<file path="src/verilog/mbs_pkg.sv">
/*
  mbs_pkg: constants, state type and byte carrier for the
  serial-link command handler of the four-channel alarm unit.
  assumes: one clock domain; byte stream framed by an external uart.
*/
package mbs_pkg;

  // function codes
  localparam logic [7:0] FN_READ_BIT   = 8'h01;
  localparam logic [7:0] FN_READ_WORD  = 8'h03;
  localparam logic [7:0] FN_WRITE_BIT  = 8'h05;
  localparam logic [7:0] FN_WRITE_WORD = 8'h06;

  // unit numbers and field values
  localparam logic [7:0] BCAST_UNIT = 8'h00;
  localparam logic [7:0] ADDR_HIGH  = 8'h00;
  localparam logic [7:0] COUNT_HIGH = 8'h00;
  localparam logic [7:0] COUNT_LOW  = 8'h01;
  localparam logic [7:0] COIL_ON    = 8'hff;
  localparam logic [7:0] COIL_OFF   = 8'h00;
  localparam logic [7:0] COIL_PAD   = 8'h00;
  localparam logic [7:0] BIT_BYTES  = 8'h01;
  localparam logic [7:0] WORD_BYTES = 8'h02;

  // bit map: red, amber, green leds, then alarm, warn, ok relays
  localparam int unsigned COIL_COUNT = 25;
  localparam int unsigned CHAN_COUNT = 4;

  // word register offsets
  localparam logic [7:0] CH1_READING_OFS = 8'h00;
  localparam logic [7:0] CH2_READING_OFS = 8'h01;
  localparam logic [7:0] CH3_READING_OFS = 8'h02;
  localparam logic [7:0] CH4_READING_OFS = 8'h03;

  // reset values
  localparam logic [15:0] READING_RST = 16'h0000;
  localparam logic        COIL_RST    = 1'b0;

  // frame layout and check
  localparam logic [3:0]  FRAME_LEN    = 4'h8;
  localparam logic [3:0]  RD_BIT_DATA  = 4'h4;
  localparam logic [3:0]  RD_WORD_DATA = 4'h5;
  localparam logic [3:0]  RD_BIT_LEN   = 4'h6;
  localparam logic [3:0]  RD_WORD_LEN  = 4'h7;
  localparam logic [15:0] CRC_INIT     = 16'hffff;
  localparam logic [15:0] CRC_POLY     = 16'ha001;
  localparam logic [15:0] CRC_RESIDUE  = 16'h0000;

  typedef enum logic [0:0] {MBS_RX, MBS_TX} mbs_state_e;

  typedef struct packed {
    logic       valid;
    logic [7:0] data;
  } mbs_byte_s;

endpackage

</file>
<file path="src/verilog/mbs_crc_step.sv">
/*
  mbs_crc_step: one byte of the reflected crc-16 update.
  assumes: caller holds the running value in its own register.
*/
`timescale 1ns/1ns
`default_nettype none
module mbs_crc_step
  import mbs_pkg::*;
(
  input  wire logic [15:0] crc_i,
  input  wire logic [7:0]  data_i,
  output logic      [15:0] crc_o
);

  // lsb first, one shift per bit
  always_comb begin
    crc_o = crc_i ^ {8'h00, data_i};
    for (int b = 0; b < 8; b++) begin
      crc_o = crc_o[0] ? ((crc_o >> 1) ^ CRC_POLY) : (crc_o >> 1);
    end
  end

endmodule
`default_nettype wire

</file>
<file path="src/verilog/mbs_slave.sv">
/*
  mbs_slave: addressed command handler for bits and channel words.
  assumes: rx bytes and frame_gap_i come from a uart on core_clk_i;
  frame_gap_i pulses on the inter-frame silence, never with a byte;
  the tx side takes a byte when valid and tx_ready_i are both high.
*/
// Behaviour
// - frame opens with unit number then function; act on own or broadcast
// - bit read: function 01, address 0/0-24, count 0/1, then check bytes
// - bits 0-11 leds, 12-23 relays per channel, 24 system alarm relay
// - bit read reply: unit, 01, count 1, value 00 or ff, check bytes
// - bit write: function 05, value ff or 00, pad 0; apply and echo
// - word read: function 03, address 0/0-3, count 0/1, check bytes
// - word read reply is seven bytes: unit, 03, 02, high, low, check
// - readings are signed 16-bit, high byte sent first
// - word write: function 06, address 0-3, value; store and echo
// - unit 0: execute writes, never reply
// - requests are eight bytes, check bytes last
`timescale 1ns/1ns
`default_nettype none
module mbs_slave
  import mbs_pkg::*;
#(
  parameter int unsigned NUM_COILS = COIL_COUNT,
  parameter int unsigned NUM_CHAN  = CHAN_COUNT
)(
  input  wire logic                      core_clk_i,
  input  wire logic                      rst_i,
  input  wire logic [7:0]                station_id_i,
  input  wire mbs_byte_s                 rx_byte_i,
  input  wire logic                      frame_gap_i,
  input  wire logic                      tx_ready_i,
  output mbs_byte_s                      tx_o,
  output var logic [NUM_COILS-1:0]       coil_o,
  output var logic [NUM_CHAN-1:0][15:0]  reading_o
);

  localparam int CW = $clog2(NUM_COILS);
  localparam int HW = $clog2(NUM_CHAN);

  mbs_state_e       state;
  logic [7:0][7:0]  rbuf;
  logic [3:0]       rx_cnt;
  logic [15:0]      rx_crc;
  logic [3:0]       tx_idx;
  logic [3:0]       tx_ndata;
  logic [3:0]       tx_total;
  logic [15:0]      tx_crc;
  logic [15:0]      rx_crc_step;
  logic [15:0]      tx_crc_step;

  mbs_crc_step u_rx_crc (
    .crc_i  (rx_crc),
    .data_i (rx_byte_i.data),
    .crc_o  (rx_crc_step)
  );

  mbs_crc_step u_tx_crc (
    .crc_i  (tx_crc),
    .data_i (tx_o.data),
    .crc_o  (tx_crc_step)
  );

  // frame as it stands once the last byte arrives
  wire [7:0][7:0] frame = {rx_byte_i.data, rbuf[6:0]};
  wire [7:0] unit = frame[0];
  wire [7:0] func = frame[1];
  wire [7:0] ahi  = frame[2];
  wire [7:0] alo  = frame[3];
  wire [7:0] b4   = frame[4];
  wire [7:0] b5   = frame[5];

  wire rx_take   = (state == MBS_RX) && rx_byte_i.valid
                   && (rx_cnt < FRAME_LEN);
  wire last_byte = rx_take && (rx_cnt == FRAME_LEN - 4'h1);
  wire crc_ok    = (rx_crc_step == CRC_RESIDUE);
  wire bcast     = (unit == BCAST_UNIT);
  wire for_me    = bcast || (unit == station_id_i);

  wire coil_ok = (ahi == ADDR_HIGH) && (alo <= 8'(NUM_COILS - 1));
  wire chan_ok = (ahi == ADDR_HIGH) && (alo <= 8'(NUM_CHAN - 1));
  wire cnt_one = (b4 == COUNT_HIGH) && (b5 == COUNT_LOW);
  wire val_ok  = ((b4 == COIL_ON) || (b4 == COIL_OFF))
                 && (b5 == COIL_PAD);

  wire is_rd_coil = (func == FN_READ_BIT) && coil_ok && cnt_one;
  wire is_wr_coil = (func == FN_WRITE_BIT) && coil_ok && val_ok;
  wire is_rd_reg  = (func == FN_READ_WORD) && chan_ok && cnt_one;
  wire is_wr_reg  = (func == FN_WRITE_WORD) && chan_ok;

  // unknown functions and bad addresses simply match nothing
  wire accept     = last_byte && crc_ok && for_me;
  wire do_wr_coil = accept && is_wr_coil;
  wire do_wr_reg  = accept && is_wr_reg;
  wire do_rd_coil = accept && !bcast && is_rd_coil;
  wire do_rd_reg  = accept && !bcast && is_rd_reg;
  wire do_echo    = (do_wr_coil || do_wr_reg) && !bcast;
  wire start_tx   = do_rd_coil || do_rd_reg || do_echo;

  wire [CW-1:0] coil_idx = alo[CW-1:0];
  wire [HW-1:0] chan_idx = alo[HW-1:0];
  wire [7:0]  coil_byte = coil_o[coil_idx] ? COIL_ON : COIL_OFF;
  wire [15:0] sel_word  = reading_o[chan_idx];

  // next outgoing byte: stored frame, then crc low, then crc high
  wire       tx_fire = tx_o.valid && tx_ready_i;
  wire [3:0] nidx    = tx_idx + 4'h1;
  wire [7:0] nbyte   = (nidx < tx_ndata) ? rbuf[nidx[2:0]] :
                       (nidx == tx_ndata) ? tx_crc_step[7:0] :
                       tx_crc[15:8];

  // receive side; half duplex, so bytes during a reply are dropped
  always_ff @(posedge core_clk_i) begin
    if (rst_i || frame_gap_i) begin
      rx_cnt <= 4'h0;
      rx_crc <= CRC_INIT;
    end else if (rx_take) begin
      rx_cnt <= rx_cnt + 4'h1;
      rx_crc <= rx_crc_step;
    end
  end

  // reply payload overwrites the request in place
  always_ff @(posedge core_clk_i) begin
    if (rst_i) begin
      rbuf <= '0;
    end else if (do_rd_coil) begin
      rbuf[7]   <= rx_byte_i.data;
      rbuf[2]   <= BIT_BYTES;
      rbuf[3]   <= coil_byte;
    end else if (do_rd_reg) begin
      rbuf[7]   <= rx_byte_i.data;
      rbuf[2]   <= WORD_BYTES;
      rbuf[3]   <= sel_word[15:8];
      rbuf[4]   <= sel_word[7:0];
    end else if (rx_take) begin
      rbuf[rx_cnt[2:0]] <= rx_byte_i.data;
    end
  end

  // transmit side
  always_ff @(posedge core_clk_i) begin
    if (rst_i) begin
      state    <= MBS_RX;
      tx_o     <= '0;
      tx_idx   <= 4'h0;
      tx_ndata <= 4'h0;
      tx_total <= 4'h0;
      tx_crc   <= CRC_INIT;
    end else begin
      case (state)
        MBS_RX: begin
          if (start_tx) begin
            state      <= MBS_TX;
            tx_o.valid <= 1'b1;
            tx_o.data  <= unit;
            tx_idx     <= 4'h0;
            tx_crc     <= CRC_INIT;
            // echo resends the stored check bytes unchanged
            tx_ndata   <= do_rd_coil ? RD_BIT_DATA :
                          do_rd_reg ? RD_WORD_DATA : FRAME_LEN;
            tx_total   <= do_rd_coil ? RD_BIT_LEN :
                          do_rd_reg ? RD_WORD_LEN : FRAME_LEN;
          end
        end
        default: begin
          if (tx_fire) begin
            if (tx_idx < tx_ndata) begin
              tx_crc <= tx_crc_step;
            end
            if (nidx == tx_total) begin
              state      <= MBS_RX;
              tx_o.valid <= 1'b0;
            end else begin
              tx_o.data <= nbyte;
              tx_idx    <= nidx;
            end
          end
        end
      endcase
    end
  end

  // one flop per bit keeps each led and relay independently writable
  for (genvar i = 0; i < NUM_COILS; i++) begin : g_coil
    always_ff @(posedge core_clk_i) begin
      if (rst_i) begin
        coil_o[i] <= COIL_RST;
      end else if (do_wr_coil && (coil_idx == CW'(i))) begin
        coil_o[i] <= (b4 == COIL_ON);
      end
    end
  end

  for (genvar c = 0; c < NUM_CHAN; c++) begin : g_chan
    always_ff @(posedge core_clk_i) begin
      if (rst_i) begin
        reading_o[c] <= READING_RST;
      end else if (do_wr_reg && (chan_idx == HW'(c))) begin
        reading_o[c] <= {b4, b5};
      end
    end
  end
endmodule
`default_nettype wire

</file>
<file path="config.mk">
export PLATFORM = sky130hd
export DESIGN_NAME = mbs_slave
export DESIGN_NICKNAME = d
export VERILOG_FILES = /design/src/verilog/mbs_pkg.sv /design/src/verilog/mbs_crc_step.sv /design/src/verilog/mbs_slave.sv
export SDC_FILE = /design/constraint.sdc
export NUM_CORES = 1
export LEC_CHECK = 0
export BUFFER_PORTS_ARGS = -buffer_cell sky130_fd_sc_hd__buf_2
export CAP_MARGIN = 20
export CORE_ASPECT_RATIO = 0.9
export CORE_MARGIN = 3
export CORE_UTILIZATION = 53
export CTS_BUF_LIST = sky130_fd_sc_hd__clkbuf_8 sky130_fd_sc_hd__clkbuf_16
export DETAILED_ROUTE_END_ITERATION = 16
export MAX_ROUTING_LAYER = met4
export PLACE_DENSITY = 0.76
export SYNTH_ARGS = -nofsm -noshare
export SYNTH_HDL_FRONTEND = slang
export SYNTH_SLANG_ARGS = --single-unit
</file>
<file path="constraint.sdc">
create_clock -name core_clk_i -period 3.1 [get_ports core_clk_i]
set_clock_uncertainty 0.05 [all_clocks]
set_input_delay 0.31 -clock core_clk_i [delete_from_list [all_inputs] [get_ports core_clk_i]]
set_output_delay 0.31 -clock core_clk_i [all_outputs]
set_load 0.1 [all_outputs]
</file>
Yosys cells after proc, flatten, opt, wreduce, memory -nomap -nowiden. Index checks and enable logic that the tools add are counted.

Flip-flop bits (word level): 211. Bits of input ports: 21. Output and inout port bits: 98. Word-level logic and storage cells: 254.

Add/subtract/negate cells: 2. Magnitude comparators: 10. Equality and inequality tests: 41. Mux-type cells: 54. Bitwise logic cells: 21. Reductions and logical operators: 78.

Operator list (number): $mux W16 (22); $bwmux W64 (1); $mux W64 (1); $mux W8 (8); $logic_and A1 B1 Y1 (53); $not A2 Y3 (16); $eq A5 B5 Y1 const B (9); $eq A5 B4 Y1 const B (8); $bmux W16 S2 (1); $logic_not A8 Y1 (4); $mux W4 (8); $xor A16 B8 Y16 (2); $mux W9 (3); $bmux W8 S3 (1); $demux W8 S3 (1); $mux W24 (1); $eq A5 B3 Y1 const B (4); $eq A8 B1 Y1 const B (2); $eq A8 B3 Y1 const B (2); $logic_not A16 Y1 (1); $reduce_and A3 Y1 (4); $eq A5 B2 Y1 const B (2); $add A4 B1 Y4 const B (2); $eq A4 B4 Y1 (2); other kinds (29) (48).

Longest topological paths before layout. Gate-level depths: netlist (run 1).

Depth in word-level cells: 26. Gate-level depth with buffers: 16. Gate-level depth less buffers: 12.

Cells and area by module. A second synthesis (run 1) with hierarchy kept.

Cells, all modules: 1127. Area total of the unflattened synthesis: 10538.9 µm².

Modules (own cells, without submodules): mbs_slave (times used 1, cells an instance 1075, area an instance 10035.9 µm²); mbs_crc_step (times used 2, cells an instance 26, area an instance 251.5 µm²).

Worst setup path after synthesis (run 1). No wires, ideal clock.

Kind: input-to-reg. Start point: input port rx_byte_i[2] (netlist bit). End point: register reading_o[36] (netlist bit). Setup time: 0.128 ns. Arrival: 3.174 ns. Data required time: 2.922 ns. Path slack: -0.252 ns. Stages on the path: 16. Buffers on the path: 4. Cell sequence: buf_2 xnor2_1 xnor2_1 xnor2_1 xnor2_1 ha_1 xnor2_1 nand4b_1 a2111oi_2 and4b_1 buf_4 buf_12 nand4_4 buf_6 mux2i_1 nor2_1.

RTL lines: start: declaration (RTL line mbs_slave.sv:30) `input wire mbs_byte_s rx_byte_i,`; $xor A16 B8 Y16 (*) (RTL line mbs_crc_step.sv:17) `crc_o = crc_i ^ {8'h00, data_i};`; $mux W16 (*) (RTL line mbs_crc_step.sv:19) `crc_o = crc_o[0] ? ((crc_o >> 1) ^ CRC_POLY) : (crc_o >> 1);`; $not A2 Y3 (no source line); $mux W16 (*) (7 in a row) (RTL line mbs_crc_step.sv:19); net rx_crc_step[15] (RTL line mbs_slave.sv:49) `logic [15:0] rx_crc_step;`; $logic_not A16 Y1 (*) (RTL line mbs_slave.sv:76) `wire crc_ok = (rx_crc_step == CRC_RESIDUE);`; $logic_and A1 B1 Y1 (*) (2 in a row) (RTL line mbs_slave.sv:92) `wire accept = last_byte && crc_ok && for_me;`; $logic_and A1 B1 Y1 (*) (RTL line mbs_slave.sv:94) `wire do_wr_reg = accept && is_wr_reg;`; $logic_and A1 B1 Y1 (*) (RTL line mbs_slave.sv:199) `end else if (do_wr_reg && (chan_idx == HW'(c))) begin`; end signal: indexed assignment (RTL line mbs_slave.sv:200) `reading_o[c] <= {b4, b5};`; end: declaration (RTL line mbs_slave.sv:35) `output var logic [NUM_CHAN-1:0][15:0] reading_o`.

The timed path passes the listed nets; every way through them passes the cells marked *. A chain may end at the register's enable or synchronous reset.

Worst setup path in the final report (run 1).
Start point: register rx_crc[5]. End point: register reading_o[28] (netlist bit).

RTL lines: start: declaration (RTL line mbs_slave.sv:44) `logic [15:0] rx_crc;`; start signal: assignment (RTL line mbs_slave.sv:119) `rx_crc <= rx_crc_step;`; $xor A16 B8 Y16 (*) (RTL line mbs_crc_step.sv:17); $mux W16 (*) (4 in a row) (RTL line mbs_crc_step.sv:19); $not A2 Y3 (no source line); $mux W16 (*) (4 in a row) (RTL line mbs_crc_step.sv:19); net rx_crc_step[15] (RTL line mbs_slave.sv:49); $logic_not A16 Y1 (*) (RTL line mbs_slave.sv:76); $logic_and A1 B1 Y1 (*) (2 in a row) (RTL line mbs_slave.sv:92); $logic_and A1 B1 Y1 (*) (RTL line mbs_slave.sv:94); $logic_and A1 B1 Y1 (*) (RTL line mbs_slave.sv:199).

Marks and branches as above.

==> metrics.md, run 1 <==
| Metric | Value |
|---|---|
| Pin count of the biggest net entering global routing | `90` |
| Starting DRT DRC Count | `827` |
| Cells after DPL | `1387` |
| Hold crit path type | `in2reg` |
| Critical path class | `reg2reg` |
| CP required | `3.40 ns` |
| Net Count, Synth | `1066` |
| Hold Crit Depth | `2` |
| CP startpoint kind | `flip-flop` |
| Area growth from synthesis to layout | `21.81%` |
| Fmax | `314.9 MHz` |
| TritonCTS Buffers | `22` |
| Slew HR | `43.44%` |
| Die width | `151.8 um` |
| Die height | `137.2 um` |
| Crit path max-delay family | `XOR/XNOR gates` |
| Final count of hold timing violations | `0` |
| Outcome | `finished with violations` |
| Pint | `4.499 mW` |
| Post-synth EDFFs | `0` |
| Maximum clock path buffer count | `3` |
| DRC | `0` |
| Flop2flop setup slack | `-0.08 ns` |
| Least-Margin Pin Slew | `0.8453 ns` |
| Tcrit/Tclk final | `102.5%` |
| Vias/cell | `5.955` |
| Post-synth top flop | `dfxtp_1` |
| Util after Layout | `66.49%` |
| Finished Layout Cells | `1430` |
| Max stage delay on crit path | `0.35 ns` |
| Post-Layout Inst Area | `12360 um2` |
| Initial Utilization | `54.59%` |
| Clock slew at reported path FFs | `0.06 ns` |
| Arrival time at the worst endpoint | `3.48 ns` |
| Drt wl/cell | `19.91 um` |
| Post-synthesis register bit count | `206` |
| RSZ-0062 raised after global routing | `true` |
| Critical path, cell by cell | `xnor2_4 > xnor2_2 > xnor2_1 > xnor2_1 > ha_1 > xnor2_2 > nand4b_1 > a2111oi_2 > and4b_1 > buf_6 > buf_12 > nand4_4 > buf_12 > mux2i_2 > nor2_1` |
| Share of cells above drive strength 1 | `26.75%` |
| Sw Pwr | `1.340 mW` |
| Mapped Area | `10140 um2` |
| Synthesized area per cell | `9.791 um2` |
| Hold_ws | `0.1530 ns` |
| FP Rows | `47` |
| Global-route wire length before repair | `44130 um` |
| Post-Syn Instances | `1036` |
| CTS root buf | `clkbuf_16` |
| Max-cap violations | `0` |
| Clock network fraction of design power | `45.8%` |
| PD cells | `472.6 nW/um2` |
| Final setup fails | `23` |
| Commonest cells post-synth | `206 x dfxtp_1, 147 x nor2_1, 113 x mux2i_1` |
| Worst hold start | `rst_i` |
| Sw Share | `22.95%` |
| First drt pass iteration count | `7` |
| Hold Path End | `coil_o[15]` |
| H-tree levels | `1` |
| Final WL | `28480 um` |
| Congestion Overflow GR | `0` |
| FF-to-FF Start | `rx_crc[5]` |
| GP Congestion | `0.9414` |
| Fraction of registers with async set/reset | `0%` |
| ANT cells | `0` |
| Synth top area cells | `dfxtp_1 41%, mux2i_1 11%, mux4_2 8.7%, nor2_1 5.4%, xnor2_1 4.1%` |
| Routed Antenna Nets | `0` |
| Initial antenna violation count | `0` |
| Total Nets Final | `1202` |
| Vias in the first global route | `8334` |
| Core ar. | `18580 um2` |
| Critical Path Sink Type | `flip-flop` |
| IO Count | `119` |
| Sequential area share after synthesis | `40.66%` |
| PortBufs | `118` |
| Crit-path slowest cell | `dfxtp_2` |
| Sequential share of power | `46.3%` |
| Max rail drop VDD | `0.3194 mV` |
| Global Route Usage Sum | `26.83%` |
| Failing checks | `negative setup slack` |
| Min Tclk post-route | `3.176 ns` |
| Worst reg2reg path depth | `15` |
| Final Power | `5.840 mW` |
| Setup_tns | `-0.3263 ns` |
| Buf/Inv on CP | `3` |
| RR Endpoint | `reading_o[28]` |
| Placement Setup Slack | `-0.2019 ns` |
| Synth top area share | `40.66%` |
| HPWL after DPL | `19410 um` |
| PnR worst setup slack | `-0.07597 ns` |
| CP Max Fanout | `16` |
| Final slew viol count | `0` |
| Yosys warning count | `0` |
| CTS tree | `yes` |
| Die footprint | `20840 um2` |
| Placement Cell Area | `11420 um2` |
| Synth cell types | `66` |
| Clock Sinks | `206` |
| Biggest area consumer among synthesized cells | `dfxtp_1` |
| Most frequent cell after synthesis | `dfxtp_1` |
| Lkg Pwr | `5.394 nW` |
| Routed via count | `8515` |
| Later-pin clock latency in the skew report | `0.50 ns` |
| Gate power share | `7.9%` |
power groups by stage:
stage	registers [mW]	clock network, mW	logic (mW)
6_report	2.71	2.67	0.461
5_1_grt	2.71	2.80	0.495
4_1_cts	2.70	2.69	0.452
3_5_place_dp	2.76	0	0.405
3_3_place_gp	2.76	0	0.404
2_1_floorplan	2.75	0	0.272
worst reg2reg max path: stages, from the launching register on:
cell and delay [ns]:
dfxtp_2 0.35, xnor2_4 0.20, xnor2_2 0.15, xnor2_1 0.11, xnor2_1 0.24, ha_1 0.31
xnor2_2 0.16, nand4b_1 0.14, a2111oi_2 0.21, and4b_1 0.25, buf_6 0.15, buf_12 0.14
nand4_4 0.08, buf_12 0.18, mux2i_2 0.22, nor2_1 0.08
registers in the layout, summed over array words and instances, names as in the netlist, 4 cells and up:
register,flops
reading_o,64
coil_o,25
rx_crc,16
tx_crc,16
tx_o,9
ahi,8
alo,8
b4,8
b5,8
frame,8
func,8
rbuf,8
unit,8
rx_cnt,4
tx_idx,4
layout by cell type (no fill, tap or decap), types with 5 or more instances in the layout:
cell type  netlist  final
a211oi_1        20     18
a21oi_1         57     53
a21oi_2          1      5
a221oi_2         0      6
a2bb2oi_1       10      9
a311oi_1         8      8
buf_12           1     14
buf_2           11    118
buf_4            8     50
buf_6            7      8
clkbuf_16        0     23
dfxtp_1        206    201
dfxtp_2          0      5
ha_1             9      9
inv_1           13     16
mux2i_1        113    106
mux2i_2          0      6
mux4_2          39     39
nand2_1         68     68
nand2b_1        12     12
nand3_1         23     22
nand3b_1         6      6
nand4_1         10     10
nor2_1         147    147
nor3_1          10     10
nor4_1           7      7
o211ai_1        11     11
o21ai_0         29     23
o21ai_1          0      6
o22a_1           6      6
or3_1           29     28
or4_1            5      5
xnor2_1         48     41
xnor2_4          1      6
xor2_1           6      6
layout make-up:
| class | count | area (um2) |
|---|---|---|
| clock inverter | 10 | 105.1 |
| clock buffer | 27 | 630.6 |
| inverter | 13 | 48.80 |
| sequential | 206 | 4130 |
| tap | 245 | 306.5 |
| timing repair buffer | 191 | 1346 |
| multi-input combinational | 738 | 5788 |
| fill | 1430 | 6227 |
worst max path at each step:
stage | from | slack [ns] | cells after the start | endpoint
after floorplan | rx_byte_i[1] | 0.004 | 16 | reading_o[36]
after global placement | rx_byte_i[3] | -0.1 | 14 | tx_o[3]
after detailed placement | rx_byte_i[3] | -0.20 | 14 | tx_o[3]
after CTS | rx_crc[2] | -0.07 | 15 | reading_o[28]
final | rx_crc[5] | -0.08 | 15 | reading_o[28]
after global routing | rx_crc[5] | -0.22 | 15 | reading_o[28]
kinds of logic (layout without fill, tap and decap cells):
family / count (synthesis) / in the layout / synth area share [%]
and+or+nand+nor: 347 / 347 / 16.79
DFF: 206 / 206 / 40.66
buffers and inverters: 92 / 241 / 4.515
muxes: 153 / 153 / 19.92
adders and majority gates: 9 / 9 / 1.110
AOI/OAI and AO/OA: 171 / 171 / 11.53
xor gates and xnor gates: 58 / 58 / 5.477
layer usage:
metal / wire length (um) / track usage (%) / part of all wire (%) / up-vias
li1: - / - / - / 4003
met1: 12100 / 35.35 / 42 / 4153
met2: 13790 / 43.73 / 48 / 295
met3: 1787 / 3.455 / 6.3 / 64
met4: 802 / 8.537 / 2.8 / 0
met5: 0 / - / 0 / -
repair_timing:
item / CTS / global route
hold buffers: 1 / 0
gates resized for setup: 11 / 34
buffers inserted: 3 / 2
pin swaps: 4 / 6
endpoints found under the setup margin: 147 / 162
endpoints found under the hold margin: 3 / 0
cloned: 0 / 1
Power figures use the tool's default switching activity.
==> inputs of run 2 (changes only) <==
Settings changed: CTS_CLUSTER_SIZE set to 12, SKIP_LAST_GASP set to 1.
==> metrics.md, run 2 (synthesis results as in run 1) <==
| Metric | Value |
|---|---|
| Slew HR | `43.80% (+0.37 points)` |
| Hold Crit Depth | `2 (unchanged)` |
| Global-route wire length before repair | `44530 um (+0.92%)` |
| Placement Cell Area | `11420 um2 (unchanged)` |
| Initial Utilization | `54.59% (unchanged)` |
| GP Congestion | `0.9414 (unchanged)` |
| Global Route Usage Sum | `27.08% (+0.26 points)` |
| Setup_tns | `-1.417 ns (-1.091 ns)` |
| Later-pin clock latency in the skew report | `0.50 ns (about the same)` |
| Routed Antenna Nets | `0 (unchanged)` |
| Fmax | `316.4 MHz (+0.49%)` |
| H-tree levels | `1 (unchanged)` |
| Final count of hold timing violations | `0 (unchanged)` |
| Final setup fails | `75 (+230%)` |
| Initial antenna violation count | `1 (+1)` |
| Routed via count | `8575 (+0.70%)` |
| Max rail drop VDD | `0.3721 mV (+17%)` |
| Lkg Pwr | `5.407 nW (+0.24%)` |
| Area growth from synthesis to layout | `21.66%` |
| IO Count | `119 (unchanged)` |
| Least-Margin Pin Slew | `0.8398 ns (-0.005461 ns)` |
| Min Tclk post-route | `3.160 ns (-0.01557 ns)` |
| Final Power | `5.808 mW (-0.54%)` |
| CP startpoint kind | `flip-flop` |
| Worst reg2reg path depth | `15 (unchanged)` |
| Flop2flop setup slack | `-0.06 ns (+0.02 ns)` |
| HPWL after DPL | `19410 um (unchanged)` |
| Arrival time at the worst endpoint | `3.47 ns (about the same)` |
| Clock Sinks | `206 (unchanged)` |
| TritonCTS Buffers | `22 (unchanged)` |
| Die width | `151.8 um (unchanged)` |
| Final slew viol count | `0 (unchanged)` |
| Total Nets Final | `1202 (unchanged)` |
| Vias/cell | `6.005 (+0.85%)` |
| PD cells | `470.6 nW/um2 (-0.42%)` |
| CP required | `3.41 ns (about the same)` |
| Pin count of the biggest net entering global routing | `90 (unchanged)` |
| Commonest non-fill, non-tap cell in the layout | `dfxtp_1` |
| PortBufs | `118 (unchanged)` |
| Util after Layout | `66.41% (-0.081 points)` |
| Max reg flops | `64 (unchanged)` |
| Drt wl/cell | `20.12 um (+1.0%)` |
| CTS root buf | `clkbuf_16` |
| Failing checks | `negative setup slack` |
| Hold_ws | `0.1636 ns (+0.01061 ns)` |
| Congestion Overflow GR | `0 (unchanged)` |
| Hold crit path type | `in2reg` |
| Die footprint | `20840 um2 (unchanged)` |
| Starting DRT DRC Count | `842 (+1.8%)` |
| Final WL | `28730 um (+0.91%)` |
| CTS tree | `yes` |
| Clock slew at reported path FFs | `0.06 ns (about the same)` |
| Tcrit/Tclk final | `101.9% (-0.50 points)` |
| Core ar. | `18580 um2 (unchanged)` |
| First drt pass iteration count | `5 (-2)` |
| Maximum clock path buffer count | `3 (unchanged)` |
| Max-cap violations | `0 (unchanged)` |
| RSZ-0062 raised after global routing | `true` |
| Most frequent cells in the layout | `201 x dfxtp_1, 147 x nor2_1, 118 x buf_2` |
| Post-Layout Inst Area | `12340 um2 (-0.12%)` |
| DRC | `0 (unchanged)` |
| CP Max Fanout | `16 (unchanged)` |
| PnR worst setup slack | `-0.06040 ns (+0.01557 ns)` |
| Outcome | `finished with violations` |
| FP Rows | `47 (unchanged)` |
| Largest registers | `reading_o x64, coil_o x25` |
| Die height | `137.2 um (unchanged)` |
| Vias in the first global route | `8283 (-0.61%)` |
| Critical path class | `reg2reg` |
| Most flop-heavy register | `reading_o` |
| Critical Path Sink Type | `flip-flop` |
| Share of cells above drive strength 1 | `26.57% (-0.19 points)` |
run 2: through the flow:
stage	std cells	setup WS, ns
detailed placement	1387	-0.2019
floorplan	1036	0.003668
CTS	1423	-0.01194
finish	1428	-0.06040
global route	1428	-0.2189
global placement	1386	-0.09679
run 2: per-layer routing:
metal	GRT usage (%)	part of all wire (%)
met5	-	0
met4	7.539	2.8
met3	3.706	7.1
met2	44.64	48
met1	35.59	42
run 2: layout make-up:
class	count	area, um2
diodes	1	2.502
flip-flops and latches	206	4130
well taps	245	306.5
repair buffers	191	1346
inverters	13	48.80
multi-input cells	738	5787
clock inverters	6	75.07
clock buffers	28	644.4
fillers	1427	6242
run 2: timing repair:
item	in CTS	in global routing
setup buffers	1	3
resized for setup	8	38
gates cloned	0	1
endpoints found under the setup margin	132	162
pin swaps	4	8
hold endpoints to repair	3	0
hold buffers	1	0
run 2: worst max-delay path: stages, from the launching register on:
cell and delay (ns):
dfxtp_1 0.42, xnor2_4 0.14, xnor2_1 0.14, xnor2_1 0.15
xnor2_1 0.17, ha_1 0.30, xnor2_2 0.22, nand4b_1 0.14
a2111oi_2 0.21, and4b_1 0.25, buf_6 0.15, buf_12 0.14
nand4_4 0.08, buf_12 0.18, mux2i_1 0.18, nor2_1 0.07
run 2: worst paths after layout:
kind / start / endpoint
max reg2reg: rx_crc[0] / reading_o[5]
max: rx_crc[0] / reading_o[5]
min reg2reg: tx_ndata[3] / tx_ndata[3]
min: rst_i / coil_o[11]
run 2: report_power, final:
part | internal (mW) | switching (mW)
Combinational | 0.219 | 0.233
Clock | 1.61 | 1.04
Sequential | 2.67 | 0.0351
Total | 4.50 | 1.31
